[config.mk]
export PLATFORM = sky130hd
export DESIGN_NAME = flm_fee_end_flat
export DESIGN_NICKNAME = d
export VERILOG_FILES = /design/src/rtl/flm_pkg.sv /design/src/rtl/flm_link_if.sv /design/src/rtl/flm_fee_end.sv /design/src/flat_wrapper.sv
export SDC_FILE = /design/constraint.sdc
export NUM_CORES = 1
export LEC_CHECK = 0
export BUFFER_PORTS_ARGS = -buffer_cell sky130_fd_sc_hd__buf_4
export CAP_MARGIN = 40
export CORE_AREA = 2 2 390 199
export DETAILED_ROUTE_END_ITERATION = 6
export DIE_AREA = 0 0 392 201
export PLACE_DENSITY_LB_ADDON = 0.05
export SKIP_CTS_REPAIR_TIMING = 1
export SLEW_MARGIN = 20
export SYNTH_ARGS = -nofsm -noshare
export SYNTH_HDL_FRONTEND = slang
export SYNTH_SLANG_ARGS = --single-unit
[constraint.sdc]
create_clock -name aclk -period 8.4 [get_ports aclk]
set_clock_uncertainty 0.05 [all_clocks]
set_input_delay 1.68 -clock aclk [delete_from_list [all_inputs] [get_ports aclk]]
set_output_delay 1.68 -clock aclk [all_outputs]
set_load 0.005 [all_outputs]
[src/rtl/flm_pkg.sv]
package flm_pkg;
	// --------------------------------------------------------------
	// clock and timing
	// --------------------------------------------------------------
	localparam int CLK_NS = 40;
	localparam int LINK_PERIOD_NS = 320;
	localparam int LINK_DIV = LINK_PERIOD_NS / CLK_NS;
	localparam int LINK_HALF = LINK_DIV / 2;
	localparam int SYNC_PERIOD_MS = 6250;
	localparam int CYCLE_MS = 25000;
	localparam int CYCLE_PHASES = CYCLE_MS / SYNC_PERIOD_MS;
	localparam int FULL_LOAD_MS = 4000;
	localparam int FULL_LOAD_CYC = int'(64'(FULL_LOAD_MS) * 64'd1000000 / 64'(CLK_NS));
	localparam int LONG_PULSE_US = 10;
	localparam int LONG_CYC = (LONG_PULSE_US * 1000 + CLK_NS - 1) / CLK_NS;
	localparam int ZERO_US = 20;
	localparam int ZERO_CYC = (ZERO_US * 1000 + CLK_NS - 1) / CLK_NS;
	localparam int SETTLE_US = 100;
	localparam int SETTLE_CYC = (SETTLE_US * 1000 + CLK_NS - 1) / CLK_NS;
	localparam int STD_US = 10;
	localparam int STD_CYC = (STD_US * 1000 + CLK_NS - 1) / CLK_NS;
	// --------------------------------------------------------------
	// front-end memory map (word addresses)
	// --------------------------------------------------------------
	localparam logic [7:0] ADDR_CTRL = 8'h00;
	localparam logic [7:0] ADDR_STATUS = 8'h01;
	localparam logic [7:0] ADDR_IMG = 8'h02;
	localparam logic [7:0] ADDR_HIRES = 8'h10;
	localparam logic [7:0] ADDR_STD = 8'h20;
	localparam int CTRL_OP_LSB = 0;
	localparam int CTRL_MODE_LSB = 2;
	localparam logic [31:0] CTRL_RST = 32'h00000000;
	localparam int MODE_W = 3;
	localparam int N_HIRES = 8;
	localparam int N_STD = 16;
	localparam int HIRES_PER_PHASE = N_HIRES / CYCLE_PHASES;
	// --------------------------------------------------------------
	// upstream word kinds
	// --------------------------------------------------------------
	localparam logic [1:0] KIND_REPLY = 2'h1;
	localparam logic [1:0] KIND_SCI = 2'h2;
	localparam logic [1:0] KIND_TC = 2'h3;
	// --------------------------------------------------------------
	// controller registers (byte addresses)
	// --------------------------------------------------------------
	localparam logic [7:0] R_CMD = 8'h00;
	localparam logic [7:0] R_WDATA = 8'h04;
	localparam logic [7:0] R_RDATA = 8'h08;
	localparam logic [7:0] R_STATUS = 8'h0C;
	localparam logic [7:0] R_IRQ_STAT = 8'h10;
	localparam logic [7:0] R_IRQ_MASK = 8'h14;
	localparam logic [7:0] R_PIX_P = 8'h18;
	localparam logic [7:0] R_PIX_S = 8'h1C;
	localparam logic [7:0] R_PIX_CNT = 8'h20;
	localparam int CMD_GO = 0;
	localparam int CMD_WR = 1;
	localparam int CMD_ADDR_LSB = 8;
	localparam int IRQ_EOI = 0;
	localparam int IRQ_REPLY = 1;
	localparam logic [1:0] RESP_OKAY = 2'h0;
	localparam logic [1:0] RESP_SLVERR = 2'h2;

	typedef enum logic [1:0] {
		OP_STOP = 2'b00,
		OP_TEST = 2'b01,
		OP_RUN = 2'b10
	} flm_op_t;

	typedef enum logic [2:0] {
		RD_IDLE = 3'b000,
		RD_READ = 3'b001,
		RD_MARK = 3'b010,
		RD_ZERO = 3'b011,
		RD_MEAS = 3'b100
	} flm_rd_t;

	// converter setup per mode: {rate_4m, pingpong, dual}
	function automatic logic [2:0] flm_conv_cfg(input logic [MODE_W-1:0] m);
		case (m)
			3'd1, 3'd5: flm_conv_cfg = 3'b000;
			3'd2, 3'd6: flm_conv_cfg = 3'b111;
			3'd7: flm_conv_cfg = 3'b110;
			default: flm_conv_cfg = 3'b101;
		endcase
	endfunction
endpackage
[src/rtl/flm_link_if.sv]
`timescale 1ns/100ps
interface flm_link_if;
	// link clock, made by the processing unit
	logic link_clk;
	// primary downstream: commands
	logic cmd_valid;
	logic cmd_write;
	logic [7:0] cmd_addr;
	logic [31:0] cmd_wdata;
	// primary upstream
	logic p_up_valid;
	logic [1:0] p_up_kind;
	logic [31:0] p_up_data;
	// secondary upstream: science only
	logic s_up_valid;
	logic [31:0] s_up_data;

	modport fee (
		input link_clk, cmd_valid, cmd_write, cmd_addr, cmd_wdata,
		output p_up_valid, p_up_kind, p_up_data, s_up_valid, s_up_data
	);
	modport dpu (
		output link_clk, cmd_valid, cmd_write, cmd_addr, cmd_wdata,
		input p_up_valid, p_up_kind, p_up_data, s_up_valid, s_up_data
	);
endinterface

[src/rtl/flm_fee_end.sv]
`timescale 1ns/100ps
module flm_fee_end import flm_pkg::*; #(
	parameter int NUM_PIX = 64,
	parameter int FULL_LOAD_CYC_P = FULL_LOAD_CYC
)(
	// clock and reset
	input wire logic aclk,
	input wire logic aresetn,
	// link to processing unit
	flm_link_if.fee lnk,
	// sync pulse from ancillary unit
	input wire logic sync_in,
	// video converter pixels, one pair per slot except in mode 5
	input wire logic [15:0] vid_a,
	input wire logic [15:0] vid_b,
	// housekeeping converters
	input wire logic [15:0] hires_adc,
	input wire logic [11:0] std_adc,
	// analog and converter control
	output logic analog_pwr_full,
	output logic [2:0] conv_cfg,
	output logic [2:0] hires_sel,
	output logic hires_excite,
	output logic amp_zero,
	output logic [3:0] std_sel
);
	// --------------------------------------------------------------
	// pin synchronisers and edge finders
	// --------------------------------------------------------------
	localparam int PW = 104;
	logic [PW-1:0] pin_m_reg;
	logic [PW-1:0] pin_s_reg;
	logic lclk_s, cmdv_s, cmdw_s, sync_s;
	logic [7:0] cmda_s;
	logic [31:0] cmdd_s;
	logic [15:0] vida_s, vidb_s, hires_s;
	logic [11:0] std_s;
	logic lclk_d_reg, sync_d_reg;
	logic rise_en, fall_en, sync_end;

	// two flops on everything from outside
	always_ff @(posedge aclk) begin
		if (!aresetn) begin
			pin_m_reg <= '0;
			pin_s_reg <= '0;
		end else begin
			pin_m_reg <= {lnk.link_clk, lnk.cmd_valid, lnk.cmd_write, lnk.cmd_addr,
				lnk.cmd_wdata, sync_in, vid_a, vid_b, hires_adc, std_adc};
			pin_s_reg <= pin_m_reg;
		end
	end
	assign {lclk_s, cmdv_s, cmdw_s, cmda_s, cmdd_s, sync_s, vida_s, vidb_s, hires_s,
		std_s} = pin_s_reg;

	// edge history
	always_ff @(posedge aclk) begin
		if (!aresetn) begin
			lclk_d_reg <= 1'b0;
			sync_d_reg <= 1'b0;
		end else begin
			lclk_d_reg <= lclk_s;
			sync_d_reg <= sync_s;
		end
	end
	assign rise_en = lclk_s & ~lclk_d_reg; // command sample point
	assign fall_en = ~lclk_s & lclk_d_reg; // upstream launch point
	assign sync_end = ~sync_s & sync_d_reg;

	// --------------------------------------------------------------
	// sync pulse timing and cycle phase
	// --------------------------------------------------------------
	logic [15:0] sw_cnt_reg;
	logic [1:0] phase_reg;
	logic long_pulse;

	// pulse width counter, saturating
	always_ff @(posedge aclk) begin
		if (!aresetn) begin
			sw_cnt_reg <= 16'h0000;
		end else if (sync_s) begin
			if (sw_cnt_reg != 16'hFFFF) begin
				sw_cnt_reg <= sw_cnt_reg + 16'h0001;
			end
		end else begin
			sw_cnt_reg <= 16'h0000;
		end
	end
	assign long_pulse = sw_cnt_reg >= 16'(LONG_CYC);

	always_ff @(posedge aclk) begin
		if (!aresetn) begin
			phase_reg <= 2'h0;
		end else if (sync_end) begin
			phase_reg <= long_pulse ? 2'h0 : phase_reg + 2'h1;
		end
	end

	// --------------------------------------------------------------
	// command decoding and memory map
	// --------------------------------------------------------------
	logic [31:0] ctrl_reg;
	logic [MODE_W-1:0] mode_reg;
	logic [15:0] img_cnt_reg;
	logic [15:0] hires_mem [N_HIRES];
	logic [11:0] std_mem [N_STD];
	logic reply_pend_reg;
	logic [31:0] reply_data_reg;
	logic [31:0] rd_word;
	logic cmd_take, running;
	flm_op_t op;
	flm_rd_t rd_state;

	// commands only arrive on primary lines
	assign cmd_take = rise_en & cmdv_s;
	assign op = flm_op_t'(ctrl_reg[CTRL_OP_LSB +: 2]);
	assign running = (op == OP_RUN); // illegal op code acts as stop

	always_ff @(posedge aclk) begin
		if (!aresetn) begin
			ctrl_reg <= CTRL_RST;
		end else if (cmd_take && cmdw_s && cmda_s == ADDR_CTRL) begin
			ctrl_reg <= cmdd_s;
		end
	end

	// every mode code accepted, none refused
	// mode applied only at cycle start
	always_ff @(posedge aclk) begin
		if (!aresetn) begin
			mode_reg <= '0;
		end else if (sync_end && long_pulse) begin
			mode_reg <= ctrl_reg[CTRL_MODE_LSB +: MODE_W];
		end
	end

	always_comb begin
		rd_word = 32'h00000000;
		if (cmda_s == ADDR_CTRL) begin
			rd_word = ctrl_reg;
		end else if (cmda_s == ADDR_STATUS) begin
			rd_word = {22'h0, rd_state, phase_reg, mode_reg, ctrl_reg[CTRL_OP_LSB +: 2]};
		end else if (cmda_s == ADDR_IMG) begin
			rd_word = {16'h0000, img_cnt_reg};
		end else if (cmda_s[7:3] == ADDR_HIRES[7:3]) begin
			rd_word = {16'h0000, hires_mem[cmda_s[2:0]]};
		end else if (cmda_s[7:4] == ADDR_STD[7:4]) begin
			rd_word = {20'h00000, std_mem[cmda_s[3:0]]};
		end
	end

	always_ff @(posedge aclk) begin
		if (!aresetn) begin
			reply_pend_reg <= 1'b0;
			reply_data_reg <= 32'h00000000;
		end else if (cmd_take) begin
			reply_pend_reg <= 1'b1;
			reply_data_reg <= cmdw_s ? 32'h00000000 : rd_word;
		end else if (fall_en) begin
			reply_pend_reg <= 1'b0;
		end
	end

	// --------------------------------------------------------------
	// readout and precise housekeeping sequence
	// --------------------------------------------------------------
	logic [15:0] pix_cnt_reg;
	logic [15:0] tmr_reg;
	logic hk_idx_reg;
	logic single, slot_free, last_slot, meas_done;

	assign single = (mode_reg == 3'd5);
	assign slot_free = fall_en & ~reply_pend_reg; // replies take priority
	assign last_slot = single ? (pix_cnt_reg == 16'(NUM_PIX - 1)) :
		(pix_cnt_reg == 16'(NUM_PIX / 2 - 1));
	assign meas_done = (rd_state == RD_MEAS) && (tmr_reg == 16'h0000);

	// one detector image per sync period
	always_ff @(posedge aclk) begin
		if (!aresetn) begin
			rd_state <= RD_IDLE;
			pix_cnt_reg <= 16'h0000;
			tmr_reg <= 16'h0000;
			hk_idx_reg <= 1'b0;
		end else begin
			unique case (rd_state)
				RD_IDLE: begin
					pix_cnt_reg <= 16'h0000;
					hk_idx_reg <= 1'b0;
					tmr_reg <= 16'(ZERO_CYC - 1);
					if (sync_end) begin
						rd_state <= running ? RD_READ : RD_ZERO;
					end
				end
				RD_READ: begin
					if (!running) begin
						rd_state <= RD_ZERO;
					end else if (slot_free) begin
						pix_cnt_reg <= pix_cnt_reg + 16'h0001;
						if (last_slot) begin
							rd_state <= RD_MARK;
						end
					end
				end
				RD_MARK: begin
					if (slot_free) begin
						rd_state <= RD_ZERO;
					end
				end
				RD_ZERO: begin
					if (tmr_reg == 16'h0000) begin
						rd_state <= RD_MEAS;
						tmr_reg <= 16'(SETTLE_CYC - 1);
					end else begin
						tmr_reg <= tmr_reg - 16'h0001;
					end
				end
				RD_MEAS: begin
					if (tmr_reg != 16'h0000) begin
						tmr_reg <= tmr_reg - 16'h0001;
					end else if (hk_idx_reg == 1'(HIRES_PER_PHASE - 1)) begin
						rd_state <= RD_IDLE;
					end else begin
						hk_idx_reg <= hk_idx_reg + 1'b1;
						tmr_reg <= 16'(SETTLE_CYC - 1);
					end
				end
				default: rd_state <= RD_IDLE;
			endcase
		end
	end

	// one sensor selected, excited while measured
	assign hires_sel = {phase_reg, hk_idx_reg};
	assign hires_excite = (rd_state == RD_MEAS);
	assign amp_zero = (rd_state == RD_ZERO);

	always_ff @(posedge aclk) begin
		if (meas_done) begin
			hires_mem[hires_sel] <= hires_s;
		end
	end

	// images completed
	always_ff @(posedge aclk) begin
		if (!aresetn) begin
			img_cnt_reg <= 16'h0000;
		end else if (rd_state == RD_MARK && slot_free) begin
			img_cnt_reg <= img_cnt_reg + 16'h0001;
		end
	end

	// --------------------------------------------------------------
	// upstream word launch
	// --------------------------------------------------------------
	// words change only at link falls so the far end sees them stable
	always_ff @(posedge aclk) begin
		if (!aresetn) begin
			lnk.p_up_valid <= 1'b0;
			lnk.p_up_kind <= 2'h0;
			lnk.p_up_data <= 32'h00000000;
			lnk.s_up_valid <= 1'b0;
			lnk.s_up_data <= 32'h00000000;
		end else if (fall_en) begin
			lnk.p_up_valid <= 1'b0;
			lnk.s_up_valid <= 1'b0;
			if (reply_pend_reg) begin
				lnk.p_up_valid <= 1'b1;
				lnk.p_up_kind <= KIND_REPLY;
				lnk.p_up_data <= reply_data_reg;
			end else if (rd_state == RD_READ && running) begin
				lnk.p_up_valid <= 1'b1;
				lnk.p_up_kind <= KIND_SCI;
				lnk.p_up_data <= {pix_cnt_reg, (single && pix_cnt_reg[0]) ? vidb_s : vida_s};
				lnk.s_up_valid <= ~single;
				lnk.s_up_data <= {pix_cnt_reg, vidb_s};
			end else if (rd_state == RD_MARK) begin
				lnk.p_up_valid <= 1'b1;
				lnk.p_up_kind <= KIND_TC;
				lnk.p_up_data <= {16'h0000, img_cnt_reg};
			end
		end
	end

	// --------------------------------------------------------------
	// standard monitors, power and converter setup
	// --------------------------------------------------------------
	logic [15:0] std_tmr_reg;
	logic [31:0] pwr_cnt_reg;

	// free-running scan, not tied to readout
	always_ff @(posedge aclk) begin
		if (!aresetn) begin
			std_tmr_reg <= 16'h0000;
			std_sel <= 4'h0;
		end else if (std_tmr_reg == 16'(STD_CYC - 1)) begin
			std_tmr_reg <= 16'h0000;
			std_sel <= std_sel + 4'h1;
		end else begin
			std_tmr_reg <= std_tmr_reg + 16'h0001;
		end
	end

	// result stored before channel moves on
	always_ff @(posedge aclk) begin
		if (std_tmr_reg == 16'(STD_CYC - 1)) begin
			std_mem[std_sel] <= std_s;
		end
	end

	// full load window after each sync while running
	always_ff @(posedge aclk) begin
		if (!aresetn) begin
			pwr_cnt_reg <= 32'h00000000;
		end else if (sync_end && running) begin
			pwr_cnt_reg <= 32'(FULL_LOAD_CYC_P);
		end else if (pwr_cnt_reg != 32'h00000000) begin
			pwr_cnt_reg <= pwr_cnt_reg - 32'h00000001;
		end
	end
	assign analog_pwr_full = (pwr_cnt_reg != 32'h00000000);

	always_ff @(posedge aclk) begin
		if (!aresetn) begin
			conv_cfg <= 3'h0;
		end else begin
			conv_cfg <= flm_conv_cfg(mode_reg);
		end
	end
endmodule

[src/flat_wrapper.sv]
// flat-port wrapper written by rule: the top's interface ports become plain ports
module flm_fee_end_flat import flm_pkg::*;
#(
	parameter int NUM_PIX = 64,
	parameter int FULL_LOAD_CYC_P = FULL_LOAD_CYC
)
  (aclk, aresetn, sync_in, vid_a, vid_b, hires_adc, std_adc, analog_pwr_full, conv_cfg, hires_sel, hires_excite, amp_zero, std_sel, lnk_link_clk, lnk_cmd_valid, lnk_cmd_write, lnk_cmd_addr, lnk_cmd_wdata, lnk_p_up_valid, lnk_p_up_kind, lnk_p_up_data, lnk_s_up_valid, lnk_s_up_data);
  flm_link_if lnk_i ();
  input wire logic aclk;
  input wire logic aresetn;
  input wire logic sync_in;
  input wire logic [15:0] vid_a;
  input wire logic [15:0] vid_b;
  input wire logic [15:0] hires_adc;
  input wire logic [11:0] std_adc;
  output logic analog_pwr_full;
  output logic [2:0] conv_cfg;
  output logic [2:0] hires_sel;
  output logic hires_excite;
  output logic amp_zero;
  output logic [3:0] std_sel;
  input wire logic [$bits(lnk_i.link_clk)-1:0] lnk_link_clk;
  input wire logic [$bits(lnk_i.cmd_valid)-1:0] lnk_cmd_valid;
  input wire logic [$bits(lnk_i.cmd_write)-1:0] lnk_cmd_write;
  input wire logic [$bits(lnk_i.cmd_addr)-1:0] lnk_cmd_addr;
  input wire logic [$bits(lnk_i.cmd_wdata)-1:0] lnk_cmd_wdata;
  output wire logic [$bits(lnk_i.p_up_valid)-1:0] lnk_p_up_valid;
  output wire logic [$bits(lnk_i.p_up_kind)-1:0] lnk_p_up_kind;
  output wire logic [$bits(lnk_i.p_up_data)-1:0] lnk_p_up_data;
  output wire logic [$bits(lnk_i.s_up_valid)-1:0] lnk_s_up_valid;
  output wire logic [$bits(lnk_i.s_up_data)-1:0] lnk_s_up_data;
  assign lnk_i.link_clk = lnk_link_clk;
  assign lnk_i.cmd_valid = lnk_cmd_valid;
  assign lnk_i.cmd_write = lnk_cmd_write;
  assign lnk_i.cmd_addr = lnk_cmd_addr;
  assign lnk_i.cmd_wdata = lnk_cmd_wdata;
  assign lnk_p_up_valid = lnk_i.p_up_valid;
  assign lnk_p_up_kind = lnk_i.p_up_kind;
  assign lnk_p_up_data = lnk_i.p_up_data;
  assign lnk_s_up_valid = lnk_i.s_up_valid;
  assign lnk_s_up_data = lnk_i.s_up_data;
  flm_fee_end #(.NUM_PIX(NUM_PIX), .FULL_LOAD_CYC_P(FULL_LOAD_CYC_P)) u_core (.aclk(aclk), .aresetn(aresetn), .lnk(lnk_i), .sync_in(sync_in), .vid_a(vid_a), .vid_b(vid_b), .hires_adc(hires_adc), .std_adc(std_adc), .analog_pwr_full(analog_pwr_full), .conv_cfg(conv_cfg), .hires_sel(hires_sel), .hires_excite(hires_excite), .amp_zero(amp_zero), .std_sel(std_sel));
endmodule
==> impl_summary.md <==
Yosys
The per-instance average area after synthesis is 12.3 um^2. Summing the areas of all compound-gate instances in the mapped netlist gives 8.67% of the synthesized area. Sequential cells were found to cover 63.7% of the synthesized design area. The synthesized design contains 791 register bits. The most used flip-flop cell after synthesis is sky130_fd_sc_hd__dfxtp_1. The synthesized netlist devotes 2.05% of its cell area to XOR and XNOR gates. The number of nets in the synthesized netlist is 2557. The synthesized netlist contains 77 unique library cells.

Multiplexer cells account for 8.08% of the synthesized area. In this run, synthesis inferred 320 flip-flops with an integrated enable. The simple-gate area share of the yosys netlist is 14.2%.

The synthesized netlist devotes 0.670% of its cell area to adder and majority cells. The share of async-settable or async-resettable flops after synthesis is 0%. The count of warnings emitted by yosys is 0. The gate count of the mapped netlist is 2435. The summed instance area of the synthesized netlist is 0.0299 mm^2.

After synthesis, the largest family of logic cells by area is simple AND/OR/NAND/NOR gates.

Route
The final routed wire length divided by cell count is 21.6 um. The remaining antenna violation count after routing is 0. The iteration-0 DRC count of the detailed router is 1540.

After detailed routing, the number of remaining DRC violations is 0. The count of vias placed by the detailed router is 19400. The length of the first detailed-routing pass in iterations is 5.

In the routed layout, each cell is associated on average with a via count of 5.25. After detailed routing, the total wire length is 79900 um.

Floorplan
The I/O pin total is 187. The floorplan step set the die width to 392 um. The floorplan has 72 rows.

Once the floorplan was initialized, standard cells occupied 39.4% of the core. The die is 201 um tall. The overall die area is 0.0788 mm^2. In this run the standard cell core region covers 0.0759 mm^2.

Setup path
At the worst endpoint, the required time is 6.67 ns. The critical path endpoint category is an output pin. The startpoint class of the critical path is a flop. Data on the critical path arrives at its endpoint at 3.50 ns. The maximum fanout encountered on the critical timing path is 17. The setup path with the least slack is of type reg2out.

Power
In this run the power density over the cells is 255 mW/mm^2. Summing internal, switching and leakage power gives 0.00897 W. Across the VDD grid, the largest voltage drop is 0.133 mV. The leakage power of the design is 12.3 nW.

Finish
Leaving out fill and tap cells, the most frequent cell in the layout is sky130_fd_sc_hd__dfxtp_1. The library cells used most frequently in the layout, excluding fill and tap cells, are sky130_fd_sc_hd__dfxtp_1 (468), sky130_fd_sc_hd__edfxtp_1 (320), sky130_fd_sc_hd__and2_1 (228), sky130_fd_sc_hd__buf_4 (223), sky130_fd_sc_hd__nand2_1 (203). The filler cell count in the final layout is 6912. The flip-flop and latch area is 0.0190 mm^2. In the final layout, the multi-input gates occupy 0.0102 mm^2. The register with the most flip-flops in the layout has 192 of them. The layout overhead on the synthesized area is 17.5%. The net count of the finished layout is 2726. The largest registers in the layout are u_core.std_mem: 192 flops, u_core.hires_mem: 128 flops. The register with the highest flop count is u_core.std_mem. The fraction of layout cells with a size suffix above 1 is 19.1%.

Global route
Entering global routing, the biggest net connects 190 pins. The initial antenna violation count is 2. The via count of the first global-routing pass was 18800. After global routing the overflow that remains totals 0. In the global route stage, overall resource usage came out at 20.3%.

The first global-routing pass estimated 120000 um of wire.

STA
The minimum period implied by the final worst setup slack is 5.23 ns. Derived from the worst setup path, the maximum achievable clock frequency is 191 MHz. The actual slew at the worst max-slew pin is 0.950 ns. The hold violation total from the final report came to 0. The final-report max-slew violation count is 0. Across all setup checks in the final design, the least slack found is 3.17 ns. Setup repair after global routing left no endpoint under its margin.

The headroom to the max-slew limit is 36.6%. After layout, the worst path uses 62.3% of the clock period. Summed over all failing endpoints, the final setup total negative slack is 0 ns.

The setup violation total in the final timing report is 0.

Clock network
After clock tree synthesis, the clock-pin slew on the worst setup and hold paths is 0.06 ns. Counting along the longest clock path gives a buffer depth of 3. The count of H-tree levels built during CTS is 3. The count of clock tree sinks is 791.

The root buffer cell is sky130_fd_sc_hd__clkbuf_16. TritonCTS created 75 clock buffers. TritonCTS built the clock tree. The later pin in the worst-skew pair is clocked with a latency of 0.66 ns.

Placed design
Input and output buffers added on the ports amount to 186. At the end of routability-driven placement, the weighted congestion stood at 0.801. Detailed placement ended at an HPWL of 54400 um.

At the placement stage, the worst setup path has a slack of 3.83 ns.

Flow run
Across the run, the number of max-cap violations was 0.

Hold path
The min-delay analysis places its worst path in the category reg2reg.

Run status
The run finished with clean final reports.
-- metrics by stage --
stage               util (%)  std cells  hold slack (ns)  area (um^2)
detailed placement      42.9       3559            0.368        32600
floorplan                  -       2435            0.362        29900
global placement        42.7       3540            0.364        32400
finish                  46.3       3702            0.379        35100
global route            46.3       3701            0.400        35100
CTS                     46.2       3697            0.383        35100
-- cell usage after synthesis, types with 16 or more instances --
master | instances | area (um^2)
sky130_fd_sc_hd__a21oi_1 | 184 | 921
sky130_fd_sc_hd__nand4_1 | 30 | 188
sky130_fd_sc_hd__clkbuf_1 | 121 | 454
sky130_fd_sc_hd__ha_1 | 16 | 200
sky130_fd_sc_hd__or4_1 | 23 | 173
sky130_fd_sc_hd__xor2_1 | 37 | 324
sky130_fd_sc_hd__nand2b_1 | 16 | 100
sky130_fd_sc_hd__nor4_1 | 19 | 119
sky130_fd_sc_hd__xnor2_1 | 33 | 289
sky130_fd_sc_hd__o211ai_1 | 16 | 120
sky130_fd_sc_hd__nor2_1 | 159 | 597
sky130_fd_sc_hd__mux2i_1 | 40 | 400
sky130_fd_sc_hd__nor3_1 | 27 | 135
sky130_fd_sc_hd__dfxtp_1 | 471 | 9430
sky130_fd_sc_hd__and2_1 | 228 | 1430
sky130_fd_sc_hd__nand2_1 | 203 | 762
sky130_fd_sc_hd__nand3_1 | 39 | 195
sky130_fd_sc_hd__mux2_2 | 19 | 214
sky130_fd_sc_hd__edfxtp_1 | 320 | 9610
sky130_fd_sc_hd__a211oi_1 | 39 | 293
sky130_fd_sc_hd__o21ai_0 | 57 | 285
sky130_fd_sc_hd__mux4_2 | 80 | 1800
sky130_fd_sc_hd__a22oi_1 | 36 | 270
sky130_fd_sc_hd__o31ai_1 | 16 | 120
sky130_fd_sc_hd__inv_1 | 38 | 143
-- final cells by class --
class,count,share of cell area (%)
inverters,38,0.413
clock buffers,104,6.10
flip-flops and latches,791,54.3
multi-input cells,1453,29.0
diodes,1,0.00713
well taps,1036,3.69
clock inverters,34,1.02
repair buffers,245,5.54
-- path summary, 6_finish.rpt --
| path | to | from | cells past startpoint | slack, ns |
|---|---|---|---|---|
| setup reg to reg | u_core.reply_data_reg[14] | u_core.pin_s_reg[94] | 6 | 4.86 |
| hold reg to reg | u_core.pin_s_reg[87] | u_core.pin_m_reg[87] | 1 | 0.38 |
| hold / removal | u_core.pin_s_reg[87] | u_core.pin_m_reg[87] | 1 | 0.38 |
| setup / recovery | analog_pwr_full | u_core.pwr_cnt_reg[0] | 7 | 3.17 |
-- where the power goes --
group	switching, W	internal, W	total, W
logic	0.000772	0.000446	0.00122
clock network	0.00149	0.00198	0.00347
registers	0.000147	0.00413	0.00428
total	0.00241	0.00656	0.00897
-- cell families (layout without fill, tap and decap cells) --
group           count (synthesis)  count (layout)
buf+inv                       191             421
fa+ha+maj                      16              16
compound gates                415             415
mux                           139             139
other cells                     0               1
simple gates                  813             813
xor+xnor                       70              70
flops                         791             791
-- worst max-delay path, cell delays in order (launching register included) --
cell                      delay, ns
sky130_fd_sc_hd__dfxtp_1       0.32
sky130_fd_sc_hd__inv_1         0.10
sky130_fd_sc_hd__ha_1          0.19
sky130_fd_sc_hd__nor4b_1       0.60
sky130_fd_sc_hd__nand3_1       0.44
sky130_fd_sc_hd__nor4_4        0.79
sky130_fd_sc_hd__inv_1         0.22
sky130_fd_sc_hd__buf_4         0.20
-- routing by layer --
layer	vias to the layer above	track usage (%)	part of all wire [%]
met1	9680	32.8	52
met5	-	1.58	0.22
met4	2	4.74	1.7
met2	509	26.4	39
met3	95	5.23	6.8
li1	9155	-	-
(Power assumes the default switching activity.)
